`config.mk`:
```
export PLATFORM = sky130hd
export DESIGN_NAME = bet_core
export DESIGN_NICKNAME = d
export VERILOG_FILES = /design/src/bet_pkg.sv /design/src/bet_core.sv
export SDC_FILE = /design/constraint.sdc
export NUM_CORES = 1
export LEC_CHECK = 0
export ABC_AREA = 0
export BUFFER_PORTS_ARGS = -buffer_cell sky130_fd_sc_hd__buf_2
export CELL_PAD_IN_SITES_DETAIL_PLACEMENT = 1
export CELL_PAD_IN_SITES_GLOBAL_PLACEMENT = 1
export CORE_UTILIZATION = 25
export CTS_BUF_LIST = sky130_fd_sc_hd__clkbuf_2 sky130_fd_sc_hd__clkbuf_4 sky130_fd_sc_hd__clkbuf_8
export DETAILED_ROUTE_END_ITERATION = 7
export PLACE_DENSITY = 0.49
export SYNTH_ARGS = -nofsm -noshare
export SYNTH_HDL_FRONTEND = slang
export SYNTH_SLANG_ARGS = --single-unit
```
`constraint.sdc`:
```
create_clock -name pclk -period 3.7 [get_ports pclk]
set_input_delay 1.11 -clock pclk [delete_from_list [all_inputs] [get_ports pclk]]
set_output_delay 1.11 -clock pclk [all_outputs]
set_load 0.005 [all_outputs]
```
`src/bet_pkg.sv`:
```
package bet_pkg;

    // ------------------------------------------------------------
    // Register map (byte addresses)
    // ------------------------------------------------------------
    localparam logic [7:0]  ADDR_CTRL     = 8'h00;
    localparam logic [7:0]  ADDR_PATTERN  = 8'h04;
    localparam logic [7:0]  ADDR_SEED     = 8'h08;
    localparam logic [7:0]  ADDR_STATUS   = 8'h0C;
    localparam logic [7:0]  ADDR_BITCNT   = 8'h10;
    localparam logic [7:0]  ADDR_ERRCNT   = 8'h14;

    // ------------------------------------------------------------
    // Control register fields
    // ------------------------------------------------------------
    localparam int          CTRL_ENABLE   = 0;
    localparam int          CTRL_QRSS     = 1;
    localparam int          CTRL_REPEAT   = 2;
    localparam int          CTRL_NORESYNC = 3;
    localparam int          CTRL_TXLOAD   = 4;
    localparam int          CTRL_RXLOAD   = 5;
    localparam int          CTRL_SINGLE   = 6;
    localparam int          CTRL_PINSRC   = 7;
    localparam int          CTRL_INVERT   = 8;
    localparam int          CTRL_PMU      = 9;
    localparam int          CTRL_RATE_LO  = 12;
    localparam int          CTRL_RATE_HI  = 14;
    localparam logic [31:0] CTRL_MASK     = 32'h0000_73FF;

    // Pattern register: length field n-1 in [4:0], tap field y-1 in [12:8]
    localparam int          PAT_LEN_LO    = 0;
    localparam int          PAT_LEN_HI    = 4;
    localparam int          PAT_TAP_LO    = 8;
    localparam int          PAT_TAP_HI    = 12;
    localparam logic [31:0] PAT_MASK      = 32'h0000_1F1F;

    // Status register fields
    localparam int          STAT_ERRSEEN  = 0;
    localparam int          STAT_UNLOCK   = 1;

    // ------------------------------------------------------------
    // Generator and sync constants
    // ------------------------------------------------------------
    localparam int          GEN_W         = 32;
    localparam int          QRSS_TAP_A    = 16;
    localparam int          QRSS_TAP_B    = 19;
    localparam int          QRSS_RUN      = 14;
    localparam logic [5:0]  SYNC_BITS     = 6'd32;
    localparam logic [5:0]  WIN_LAST      = 6'd63;
    localparam logic [2:0]  WIN_ERR_LIMIT = 3'd6;
    localparam int          BITCNT_W      = 32;
    localparam int          ERRCNT_W      = 24;
    localparam int          RATE_W        = 24;

    // Bits between rate errors, indexed by rate field n (0 is off)
    localparam logic [RATE_W-1:0] RATE_TABLE [8] = '{
        24'd0, 24'd10, 24'd100, 24'd1000, 24'd10000,
        24'd100000, 24'd1000000, 24'd10000000
    };

    typedef enum logic [1:0] {
        BET_LOAD,
        BET_VERIFY,
        BET_SYNC
    } bet_sync_t;

endpackage

```
`src/bet_core.sv`:
```
`timescale 1ns/1ns
// Overview of operation
// - Receive side checks payload bits only
// - Receive generator: 32-bit shift, feedback into bit1
// - Feedback: n xor y, or bit n repetitive
// - Generator output equals its feedback bit
// - QRSS: taps 17,20; output high after 14 zeros
// - PRBS feedback forced one when bits 1-31 zero; repetitive feedback not forced
// - PRBS sync: load 32, verify 32 matches
// - Repetitive sync: search pattern, verify 32 bits
// - Six errors in 64-bit window resync
// - Automatic resync can be disabled
// - Unlocked flag set outside sync state
// - Compare bits; count bits and errors
// - Counters frozen while unlocked
// - Transmit generator mirrors receive generator
// - New pattern load presets transmit seed
// - Single errors or one per 10^n bits
// - Single error from register or pin
// - Optional inversion of outgoing test stream
// - Pattern loads act on rising control edge
// - Monitor update latches and clears counters
// - Error counter 24 bits, bit counter 32
// - Errors seen flag when error count nonzero
module bet_core
    import bet_pkg::*;
(
    input  wire logic        pclk,
    input  wire logic        presetn,
    input  wire logic        psel,
    input  wire logic        penable,
    input  wire logic        pwrite,
    input  wire logic [7:0]  paddr,
    input  wire logic [31:0] pwdata,
    output logic      [31:0] prdata,
    output logic             pready,
    output logic             pslverr,
    input  wire logic        tx_bit_en,
    output logic             tx_data,
    input  wire logic        rx_bit_en,
    input  wire logic        rx_data,
    input  wire logic        manual_error_insert_pin,
    output logic             pattern_unlocked_flag,
    output logic             errors_seen_flag
);

    // ------------------------------------------------------------
    // Generator feedback
    // ------------------------------------------------------------
    function automatic logic gen_fb(input logic [GEN_W-1:0] s, input logic [4:0] n,
                                    input logic [4:0] y, input logic qrss, input logic rep);
        logic f;
        f = 1'b0;
        if (rep) begin
            f = s[n];
        end else begin
            if (qrss) begin
                f = s[QRSS_TAP_A] ^ s[QRSS_TAP_B];
            end else begin
                f = s[n] ^ s[y];
            end
            if (s[GEN_W-2:0] == '0) begin
                f = 1'b1;
            end
        end
        return f;
    endfunction

    // Output bit is the feedback, forced high by the QRSS zero run
    function automatic logic gen_out(input logic [GEN_W-1:0] s, input logic fb,
                                     input logic qrss, input logic rep);
        logic o;
        o = fb;
        if (qrss && !rep && s[QRSS_RUN-1:0] == '0) begin
            o = 1'b1;
        end
        return o;
    endfunction

    function automatic logic [GEN_W-1:0] len_mask(input logic [4:0] n);
        logic [GEN_W-1:0] m;
        m = '0;
        for (int i = 0; i < GEN_W; i++) begin
            m[i] = (5'(i) <= n);
        end
        return m;
    endfunction

    // ------------------------------------------------------------
    // State
    // ------------------------------------------------------------
    logic [31:0]          ctrl_q, ctrl_d;
    logic [31:0]          pat_q, pat_d;
    logic [31:0]          seed_q, seed_d;
    logic [31:0]          prdata_q, prdata_d;
    logic                 pready_q, pready_d;
    logic                 pslverr_q, pslverr_d;
    logic [31:0]          ctrl_prev_q, ctrl_prev_d;
    logic [1:0]           pin_sync_q, pin_sync_d;
    logic                 pin_prev_q, pin_prev_d;
    logic [GEN_W-1:0]     tx_gen_q, tx_gen_d;
    logic                 tx_data_q, tx_data_d;
    logic                 err_pend_q, err_pend_d;
    logic [RATE_W-1:0]    rate_cnt_q, rate_cnt_d;
    logic [GEN_W-1:0]     rx_gen_q, rx_gen_d;
    bet_sync_t            sync_q, sync_d;
    logic [5:0]           cnt_q, cnt_d;
    logic [5:0]           win_q, win_d;
    logic [2:0]           win_err_q, win_err_d;
    logic [BITCNT_W-1:0]  bitcnt_q, bitcnt_d;
    logic [ERRCNT_W-1:0]  errcnt_q, errcnt_d;
    logic [BITCNT_W-1:0]  bitreg_q, bitreg_d;
    logic [ERRCNT_W-1:0]  errreg_q, errreg_d;

    logic                 enable;
    logic                 qrss;
    logic                 rep;
    logic [4:0]           len_n;
    logic [4:0]           tap_y;
    logic [2:0]           rate_n;
    logic [31:0]          rise;
    logic                 wr_en;
    logic                 rd_en;
    logic                 tx_fb;
    logic                 tx_out;
    logic                 rx_fb;
    logic                 rx_out;
    logic                 rx_bit;
    logic                 mism;
    logic                 pin_edge;
    logic                 rate_hit;

    assign enable   = ctrl_q[CTRL_ENABLE];
    assign qrss     = ctrl_q[CTRL_QRSS];
    assign rep      = ctrl_q[CTRL_REPEAT];
    assign len_n    = pat_q[PAT_LEN_HI:PAT_LEN_LO];
    assign tap_y    = pat_q[PAT_TAP_HI:PAT_TAP_LO];
    assign rate_n   = ctrl_q[CTRL_RATE_HI:CTRL_RATE_LO];
    assign rise     = ctrl_q & ~ctrl_prev_q;
    assign wr_en    = psel && penable && pwrite && pready_q;
    assign rd_en    = psel && penable && !pwrite && !pready_q;
    assign pin_edge = pin_sync_q[1] && !pin_prev_q;

    assign tx_fb    = gen_fb(tx_gen_q, len_n, tap_y, qrss, rep);
    assign tx_out   = gen_out(tx_gen_q, tx_fb, qrss, rep);
    assign rx_fb    = gen_fb(rx_gen_q, len_n, tap_y, qrss, rep);
    assign rx_out   = gen_out(rx_gen_q, rx_fb, qrss, rep);
    assign rx_bit   = enable && rx_bit_en;
    assign mism     = rx_data != rx_out;
    assign rate_hit = (rate_n != '0) && (rate_cnt_q == RATE_TABLE[rate_n] - 24'd1);

    // ------------------------------------------------------------
    // APB slave and register file
    // ------------------------------------------------------------
    always_comb begin
        ctrl_d      = ctrl_q;
        pat_d       = pat_q;
        seed_d      = seed_q;
        prdata_d    = prdata_q;
        pslverr_d   = 1'b0;
        pready_d    = psel && penable && !pready_q;
        ctrl_prev_d = ctrl_q;
        if (rd_en) begin
            prdata_d = '0;
            case (paddr)
                ADDR_CTRL:    prdata_d = ctrl_q;
                ADDR_PATTERN: prdata_d = pat_q;
                ADDR_SEED:    prdata_d = seed_q;
                ADDR_STATUS: begin
                    prdata_d[STAT_ERRSEEN] = errors_seen_flag;
                    prdata_d[STAT_UNLOCK]  = pattern_unlocked_flag;
                end
                ADDR_BITCNT:  prdata_d = bitreg_q;
                ADDR_ERRCNT:  prdata_d = {8'h00, errreg_q};
                default:      pslverr_d = 1'b1;
            endcase
        end
        if (psel && penable && pwrite && !pready_q) begin
            case (paddr)
                ADDR_CTRL, ADDR_PATTERN, ADDR_SEED: pslverr_d = 1'b0;
                default:                            pslverr_d = 1'b1;
            endcase
        end
        if (wr_en) begin
            case (paddr)
                ADDR_CTRL:    ctrl_d = pwdata & CTRL_MASK;
                ADDR_PATTERN: pat_d  = pwdata & PAT_MASK;
                ADDR_SEED:    seed_d = pwdata;
                default:      ctrl_d = ctrl_q;
            endcase
        end
    end

    assign prdata  = prdata_q;
    assign pready  = pready_q;
    assign pslverr = pslverr_q && pready_q;

    // ------------------------------------------------------------
    // Transmit generator and error insertion
    // ------------------------------------------------------------
    always_comb begin
        pin_sync_d = {pin_sync_q[0], manual_error_insert_pin};
        pin_prev_d = pin_sync_q[1];
        tx_gen_d   = tx_gen_q;
        tx_data_d  = tx_data_q;
        rate_cnt_d = rate_cnt_q;
        err_pend_d = err_pend_q;
        if (rise[CTRL_TXLOAD]) begin
            tx_gen_d   = seed_q & len_mask(len_n);
            rate_cnt_d = '0;
        end else if (enable && tx_bit_en) begin
            tx_gen_d  = {tx_gen_q[GEN_W-2:0], tx_fb};
            tx_data_d = tx_out ^ err_pend_q ^ rate_hit ^ ctrl_q[CTRL_INVERT];
            err_pend_d = 1'b0;
            if (rate_n == '0 || rate_hit) begin
                rate_cnt_d = '0;
            end else begin
                rate_cnt_d = rate_cnt_q + 24'd1;
            end
        end
        // A request in a bit slot stays pending for the next slot
        if (ctrl_q[CTRL_PINSRC] ? pin_edge : rise[CTRL_SINGLE]) begin
            err_pend_d = 1'b1;
        end
    end

    assign tx_data = tx_data_q;

    // ------------------------------------------------------------
    // Receive synchronisation
    // ------------------------------------------------------------
    always_comb begin
        rx_gen_d  = rx_gen_q;
        sync_d    = sync_q;
        cnt_d     = cnt_q;
        win_d     = win_q;
        win_err_d = win_err_q;
        if (rise[CTRL_RXLOAD]) begin
            sync_d = BET_LOAD;
            cnt_d  = '0;
        end else if (rx_bit) begin
            case (sync_q)
                BET_LOAD: begin
                    rx_gen_d = {rx_gen_q[GEN_W-2:0], rx_data};
                    cnt_d    = cnt_q + 6'd1;
                    if (rep) begin
                        if ((rx_gen_d & len_mask(len_n)) == (seed_q & len_mask(len_n))) begin
                            sync_d = BET_VERIFY;
                            cnt_d  = '0;
                        end
                    end else if (cnt_q == SYNC_BITS - 6'd1) begin
                        sync_d = BET_VERIFY;
                        cnt_d  = '0;
                    end
                end
                BET_VERIFY: begin
                    rx_gen_d = {rx_gen_q[GEN_W-2:0], rx_fb};
                    cnt_d    = cnt_q + 6'd1;
                    if (mism) begin
                        sync_d = BET_LOAD;
                        cnt_d  = '0;
                    end else if (cnt_q == SYNC_BITS - 6'd1) begin
                        sync_d    = BET_SYNC;
                        win_d     = '0;
                        win_err_d = '0;
                    end
                end
                BET_SYNC: begin
                    rx_gen_d = {rx_gen_q[GEN_W-2:0], rx_fb};
                    win_d    = win_q + 6'd1;
                    if (win_q == WIN_LAST) begin
                        win_err_d = '0;
                    end else if (mism && win_err_q != WIN_ERR_LIMIT) begin
                        win_err_d = win_err_q + 3'd1;
                    end
                    if (mism && win_err_q == WIN_ERR_LIMIT - 3'd1 && !ctrl_q[CTRL_NORESYNC]) begin
                        sync_d = BET_LOAD;
                        cnt_d  = '0;
                    end
                end
                default: begin
                    sync_d = BET_LOAD;
                    cnt_d  = '0;
                end
            endcase
        end
    end

    assign pattern_unlocked_flag = sync_q != BET_SYNC;

    // ------------------------------------------------------------
    // Bit and error counters
    // ------------------------------------------------------------
    always_comb begin
        bitcnt_d = bitcnt_q;
        errcnt_d = errcnt_q;
        bitreg_d = bitreg_q;
        errreg_d = errreg_q;
        if (rise[CTRL_PMU]) begin
            bitreg_d = bitcnt_q;
            errreg_d = errcnt_q;
            bitcnt_d = '0;
            errcnt_d = '0;
        end
        if (rx_bit && sync_q == BET_SYNC) begin
            bitcnt_d = bitcnt_d + 32'd1;
            if (mism) begin
                errcnt_d = errcnt_d + 24'd1;
            end
        end
    end

    assign errors_seen_flag = errcnt_q != '0;

    // ------------------------------------------------------------
    // Registers
    // ------------------------------------------------------------
    always_ff @(posedge pclk or negedge presetn) begin
        if (!presetn) begin
            ctrl_q      <= '0;
            pat_q       <= '0;
            seed_q      <= '0;
            prdata_q    <= '0;
            pready_q    <= 1'b0;
            pslverr_q   <= 1'b0;
            ctrl_prev_q <= '0;
            pin_sync_q  <= '0;
            pin_prev_q  <= 1'b0;
            tx_gen_q    <= '0;
            tx_data_q   <= 1'b0;
            err_pend_q  <= 1'b0;
            rate_cnt_q  <= '0;
            rx_gen_q    <= '0;
            sync_q      <= BET_LOAD;
            cnt_q       <= '0;
            win_q       <= '0;
            win_err_q   <= '0;
            bitcnt_q    <= '0;
            errcnt_q    <= '0;
            bitreg_q    <= '0;
            errreg_q    <= '0;
        end else begin
            ctrl_q      <= ctrl_d;
            pat_q       <= pat_d;
            seed_q      <= seed_d;
            prdata_q    <= prdata_d;
            pready_q    <= pready_d;
            pslverr_q   <= pslverr_d;
            ctrl_prev_q <= ctrl_prev_d;
            pin_sync_q  <= pin_sync_d;
            pin_prev_q  <= pin_prev_d;
            tx_gen_q    <= tx_gen_d;
            tx_data_q   <= tx_data_d;
            err_pend_q  <= err_pend_d;
            rate_cnt_q  <= rate_cnt_d;
            rx_gen_q    <= rx_gen_d;
            sync_q      <= sync_d;
            cnt_q       <= cnt_d;
            win_q       <= win_d;
            win_err_q   <= win_err_d;
            bitcnt_q    <= bitcnt_d;
            errcnt_q    <= errcnt_d;
            bitreg_q    <= bitreg_d;
            errreg_q    <= errreg_d;
        end
    end

endmodule

```
# Word level (Yosys, flattened, before mapping)
# Memory sizes are Yosys's and may differ from the RTL's.
# Cells that the tools add are included.
[word_totals] reg_bits=321 memories=1 word_cells=218 input_bits=49 romBits=192
[mem_list] memory="(no name shown)" depth=8 width=24 rd=1 rd_ports_with_merged_regs=0 wr=0 line_no="bet_core.sv:150" rtl="assign rate_hit = (rate_n != '0) && (rate_cnt_q == RATE_TABLE[rate_n] - 24'd1);"
[classes] n_lt_le_gt_ge=35 n_reduce_logical=52 addsub=7 n_bitwise=14 n_eq_ne=23 n_mux=64
[op_table] op="two-way mux 24 bit" n=8
[op_table] op="case mux 30 bit (5 select lines)" n=1
[op_table] op="two-way mux 32 bit" n=4
[op_table] op="<= comparator 5 bit (first input constant)" n=16
[op_table] op="bitwise AND 32 bit" n=2
[op_table] op="case mux 32 bit (2 select lines)" n=1
[op_table] op="zero test 31 bit" n=2
[op_table] op="two-way mux 6 bit" n=9
[op_table] op="adder 24 x 1 -> 24 bit (second input constant)" n=2
[op_table] op="<= comparator 4 x 5 -> 1 bit (first input constant)" n=8
[op_table] op="adder 32 x 1 -> 32 bit (second input constant)" n=1
[op_table] op="== test 32 bit" n=1
[op_table] op="zero test 14 bit" n=2
[op_table] op="== test 24 bit" n=1
[op_table] op="nonzero test 24 bit" n=1
[op_table] op="subtractor 24 x 1 -> 24 bit (second input constant)" n=1
[op_table] op="binary-select mux 1 bit (select 5 bit)" n=4
[op_table] op="<= comparator 3 x 5 -> 1 bit (first input constant)" n=4
[op_table] op="two-way mux 1 bit" n=20
[op_table] op="logical AND 1 bit" n=19
[op_table] op="case mux 6 bit (3 select lines)" n=1
[op_table] op="== test 8 x 4 -> 1 bit (second input constant)" n=2
[op_table] op="== test 8 x 5 -> 1 bit (second input constant)" n=2
[op_table] op="two-way mux 2 bit" n=8
[op_table] op="other kinds (41)" n=75

# Depth between registers and ports, before layout
[depth] ltp_word=14 ltp_mapped=16

# Worst setup path before layout
# Ideal clock, no wire load.
[synth_timing] kind="reg-to-reg" start="register ctrl_q[12] (netlist: ctrl_prev_d[12])" end="register rate_cnt_q[1]" t_arrival_ns=3.609 period_less_slack_ns=3.730 required_ns=3.579 setup_ns=0.121 path_buffers=3 path_stages_with_launch=16 setup_slack_ns=-0.030 cell_sequence="dfrtp_1 > clkbuf_1 > inv_1 > ha_1 > clkbuf_1 > nand2_1 > ha_1 > or3b_2 > nor3_1 > a21oi_1 > nor4_1 > nand3_1 > nor4_1 > nor2_1 > clkbuf_1 > a22o_1"
[synth_between] elab_chain_cells=11 elab_cells_between_ends=13 classes_between="1 x add/sub; 1 x eq/ne; 5 x mux; 1 x bitwise; 4 x reduce/logical; 1 x memory"
[synth_lines] item="start: declaration" line_no="bet_core.sv:92" rtl="logic [31:0] ctrl_q, ctrl_d;"
[synth_lines] item="start signal: assignment" line_no="bet_core.sv:343" rtl="ctrl_q <= ctrl_d;"
[synth_lines] item="NOT 3 -> 4 bit (not written as such)" line_no="bet_core.sv:150"
[synth_lines] item="memory (8 x 24 bit)"
[synth_lines] item="two-way mux 24 bit (not written as such) (2 in a row)" line_no="bet_core.sv:150"
[synth_lines] item="subtractor 24 x 1 -> 24 bit" line_no="bet_core.sv:150"
[synth_lines] item="== test 24 bit" line_no="bet_core.sv:150"
[synth_lines] item="logical AND 1 bit" line_no="bet_core.sv:150"
[synth_lines] item="logical OR 1 bit (*)" line_no="bet_core.sv:215" rtl="if (rate_n == '0 || rate_hit) begin"
[synth_lines] item="two-way mux 24 bit (*)" line_no="bet_core.sv:215"
[synth_lines] item="two-way mux 24 bit (*)" line_no="bet_core.sv:211" rtl="end else if (enable && tx_bit_en) begin"
[synth_lines] item="two-way mux 24 bit (*)" line_no="bet_core.sv:208" rtl="if (rise[CTRL_TXLOAD]) begin"
[synth_lines] item="end signal: assignment" line_no="bet_core.sv:355" rtl="rate_cnt_q <= rate_cnt_d;"
[synth_lines] item="end: declaration" line_no="bet_core.sv:104" rtl="logic [RATE_W-1:0] rate_cnt_q, rate_cnt_d;"
# Mark *: on every way between the ends. The rest lies on a longest branch, timed or not. The select of a mux whose other input is x is not followed.
# A chain may end at the register's enable or synchronous reset.

# Final worst setup path
[layout_timing] start="register pat_q[3]" end="register cnt_q[2]"
[layout_between] elab_chain_cells=12 elab_cells_between_ends=53 classes_between="32 x order compare; 3 x eq/ne; 12 x mux; 3 x bitwise; 3 x reduce/logical"
[layout_lines] item="start: declaration" line_no="bet_core.sv:93" rtl="logic [31:0] pat_q, pat_d;"
[layout_lines] item="start signal: assignment" line_no="bet_core.sv:344" rtl="pat_q <= pat_d;"
[layout_lines] item="binary-select mux 1 bit (select 5 bit)" line_no="bet_core.sv:55, bet_core.sv:60"
[layout_lines] item="two-way mux 1 bit (not written as such)" line_no="bet_core.sv:55, bet_core.sv:60"
[layout_lines] item="XOR 1 bit" line_no="bet_core.sv:60" rtl="f = s[n] ^ s[y];"
[layout_lines] item="two-way mux 1 bit" line_no="bet_core.sv:57" rtl="if (qrss) begin"
[layout_lines] item="two-way mux 1 bit" line_no="bet_core.sv:62" rtl="if (s[GEN_W-2:0] == '0) begin"
[layout_lines] item="two-way mux 1 bit" line_no="bet_core.sv:54" rtl="if (rep) begin"
[layout_lines] item="two-way mux 1 bit" line_no="bet_core.sv:74" rtl="if (qrss && !rep && s[QRSS_RUN-1:0] == '0) begin"
[layout_lines] item="!= test 1 bit" line_no="bet_core.sv:149" rtl="assign mism = rx_data != rx_out;"
[layout_lines] item="two-way mux 6 bit or logical AND 1 bit (tied branches)" line_no="bet_core.sv:259, bet_core.sv:276"
[layout_lines] item="case mux 6 bit (3 select lines) or logical AND 1 bit (tied branches)" line_no="bet_core.sv:242, bet_core.sv:276"
[layout_lines] item="two-way mux 6 bit or != test 3 bit (tied branches)"
[layout_lines] item="two-way mux 6 bit or AND reduction 2 bit (tied branches)"
[layout_lines] item="end signal: assignment" line_no="bet_core.sv:358" rtl="cnt_q <= cnt_d;"
[layout_lines] item="end: declaration" line_no="bet_core.sv:107" rtl="logic [5:0] cnt_q, cnt_d;"
# Several ways; a longest one is shown, not always the timed one. The select of a mux whose other input is x is not followed.

==> qor.yml <==
sta:
  grt_setup_unrepaired: "no"
  slew_headroom_pct: 52.9
  finalSetupViolCount: 0
  min_period_ns: 3.51
  slew_viol_final: 0
  hold_viol_final: 0
  fin_crit_sh_pct: 94.9
  finClkSkew_ns: 0.0412
  setup_tns_ns: 0
  max_freq_mhz: 285
  tightest_slew_ns: 0.697
setup_path:
  worstSetupPathType: "reg2reg"
  end_kind: "register"
  startpoint_type: "register"
  cpMaxStageDelayCell: "or4_1"
  reg2reg_depth: 9
  crit_path_cell_trace: "or3b_2, o221ai_1, a31oi_1, a22oi_2, o21ai_1, or4_1, a21oi_2, o211ai_1, o32ai_1"
  rrSetupSlack_ns: 0.19
  critPathRequiredTime_ns: 4.24
  path_max_fanout: 12
  r2r-end: "cnt_q[2]"
  max_stage_delay_ns: 0.64
  critPathArrivalTime_ns: 4.05
  path_buf_inv: 0
  reg2reg_from: "pat_q[3]"
  crit_family: "compound AO/OA/AOI/OAI gates"
global_routing:
  grt_pass1_vias: 16100
  grt_usage_pct: 19.2
  antenna_found_initial: 3
  grt_max_degree: 65
  grt_pass1_wl_um: 103000
  grt_overflow: 0
detailed_routing:
  routed_wl_um: 67200
  vias_per_cell: 5.10
  vias: 15300
  dr.pass1.iters: 7
  wl_per_cell_um: 22.4
  ant_nets: 0
  drtIter0Drc: 905
  drc_errors: 0
yosys:
  synth-main-ff-cell: "dfrtp_1"
  synth_mux_area_share_pct: 11.6
  synth_edf_count: 0
  async_reset_ff_share_pct: 100
  ys.warnings.count: 0
  yosysSeqAreaShare_pct: 45.2
  ys_ff_latch: 315
  yosys.area_share.simple_pct: 20.6
  synthesis.instances: 1859
  synth_compound_area_share_pct: 14.8
  avgSynthCellArea_um2: 9.38
  synth.cell_area_mm2: 0.0174
  synth_top_family_by_area: "simple AND/OR/NAND/NOR gates"
  syn_nets: 1926
  synthAdderAreaFrac_pct: 1.29
  synth_cell_types: 84
  synthXorXnorAreaFrac_pct: 3.07
cts:
  cts_hold_buf: 0
  cts_buffers: 66
  root_buffer: "clkbuf_8"
  clk_pin_slew_ns: 0.06
  cts_tree: "yes"
  clock_path_buffers: 3
  clkSinkCount: 315
  insertion_delay_ns: 0.66
  h-tree-depth: 3
placed_design:
  hpwl_um: 49300
  gp_congestion: 0.880
  io_buffers: 85
die:
  ios: 86
  core_mm2: 0.0688
  initial_core_util_pct: 25.3
  rows: 96
  die_area_mm2: 0.0708
  chipWidth_um: 266
  fp.dieH_um: 266
hold_path:
  hold_depth: 0
  worstHoldEndpoint: "pin_sync_q[1]"
  min_path_type: "reg2reg"
  min_from: "pin_sync_q[0]"
power:
  total_power_w: 0.00810
  power.density_mw_per_mm2: 384
  leakagePower_nw: 9.29
  peakVddDrop_v: 0.000188
final_layout:
  layout.cells.most_common: "nand2_1"
  syn_to_final_growth_pct: 21.0
  final_cell_mix: "nand2_1, dfrtp_1, o21ai_0"
  final_layout_size_suffix_gt1_share_pct: 22.2
  nets: 2083
flow_run:
  max_cap_violations: 0
status:
  status: "finished, final reports clean"
-- area by class of cell --
type / instances / area, um2
antenna: 2 / 5.00
clock buffer: 101 / 1290
clock inverter: 16 / 125
fill: 7898 / 47700
inverter: 39 / 146
multi-input combinational: 1387 / 9020
sequential: 315 / 7890
tap: 931 / 1160
timing repair buffer: 207 / 1450
-- flip-flops by register name, summed over array words and instances (netlist names), 2 cells and up --
register / flops
tx_gen_q: 32
sync_q: 2
bitcnt_q: 32
ctrl_prev_q: 4
win_err_q: 3
cnt_q: 6
errcnt_q: 24
pin_sync_q: 2
rx_gen_q: 32
seed_q: 32
ctrl_prev_d: 13
win_q: 6
prdata: 32
pat_q: 10
rate_cnt_q: 24
bitreg_q: 32
errreg_q: 24
-- worst max-delay path by stage --
| stage | start | endpoint | slack [ns] | cells past startpoint |
|---|---|---|---|---|
| 2_1_floorplan | ctrl_prev_d[12] | rate_cnt_q[1] | 0.12 | 15 |
| 3_3_place_gp | ctrl_prev_d[13] | rate_cnt_q[22] | 0.08 | 14 |
| 3_5_place_dp | pat_q[3] | errcnt_q[1] | 0.08 | 10 |
| 4_1_cts | pat_q[3] | errcnt_q[1] | 0.03 | 10 |
| 5_1_grt | rx_gen_q[1] | cnt_q[2] | 0.004 | 10 |
| 6_report | pat_q[3] | cnt_q[2] | 0.19 | 9 |
-- stage by stage --
| step | util, % | cell area [um2] | setup slack [ns] | std cells | hold WS (ns) |
|---|---|---|---|---|---|
| detailed placement | 28.5 | 19600 | 0.0770 | 2878 | 0.340 |
| global route | 30.6 | 21100 | 0.00353 | 2997 | 0.379 |
| floorplan | - | 17400 | 0.122 | 1859 | 0.331 |
| global placement | 28.5 | 19600 | 0.0784 | 2878 | 0.351 |
| CTS | 30.6 | 21100 | 0.0338 | 2995 | 0.366 |
| finish | 30.6 | 21100 | 0.187 | 2998 | 0.361 |
-- repair_timing --
item,CTS,global route
endpoints found under the setup margin,0,44
setup buffers,0,1
resized for setup,0,5
endpoints found under the hold margin,0,0
-- synthesized netlist by cell type, types with 14 or more instances --
cell type,n,area [um2]
mux2i_1,63,631
dfrtp_1,315,7880
a21oi_1,71,355
a31oi_1,27,169
nand4_1,20,125
nor2_1,100,375
mux2_2,77,867
or3_1,17,106
mux4_2,22,495
xor2_1,24,210
o22ai_1,17,106
xnor2_1,37,324
inv_1,38,143
o21ai_0,116,581
buf_1,14,52.6
a22oi_1,27,203
and2_1,15,93.8
nand3_1,72,360
and3_1,30,188
nor3_1,40,200
nand2b_1,18,113
nor4_1,35,219
clkbuf_1,92,345
nand2_1,331,1240
ha_1,18,225
-- where the power goes --
group	total [W]	switching [W]	internal, W
combinational	0.000430	0.000260	0.000170
sequential	0.00366	0.000114	0.00354
clock	0.00401	0.00171	0.00230
total	0.00810	0.00209	0.00601
-- cells by family (layout without fill, tap and decap cells) --
| kind of cell | Yosys count | after routing |
|---|---|---|
| and+or+nand+nor | 749 | 749 |
| AOI/OAI and AO/OA | 395 | 395 |
| DFF | 315 | 315 |
| muxes | 164 | 164 |
| buffers and inverters | 157 | 363 |
| xor gates and xnor gates | 61 | 61 |
| adders and majority gates | 18 | 18 |
| other | 0 | 2 |
-- layer usage --
layer  vias up  wire length (um)  track usage (%)
li1       7060                 -                -
met1      7812             32500             26.8
met2       306             30300             30.2
met3        97              2760             3.48
met4         0              1620             5.55
met5         -                 0                0
No activity file was read; power rests on OpenSTA's default activity.
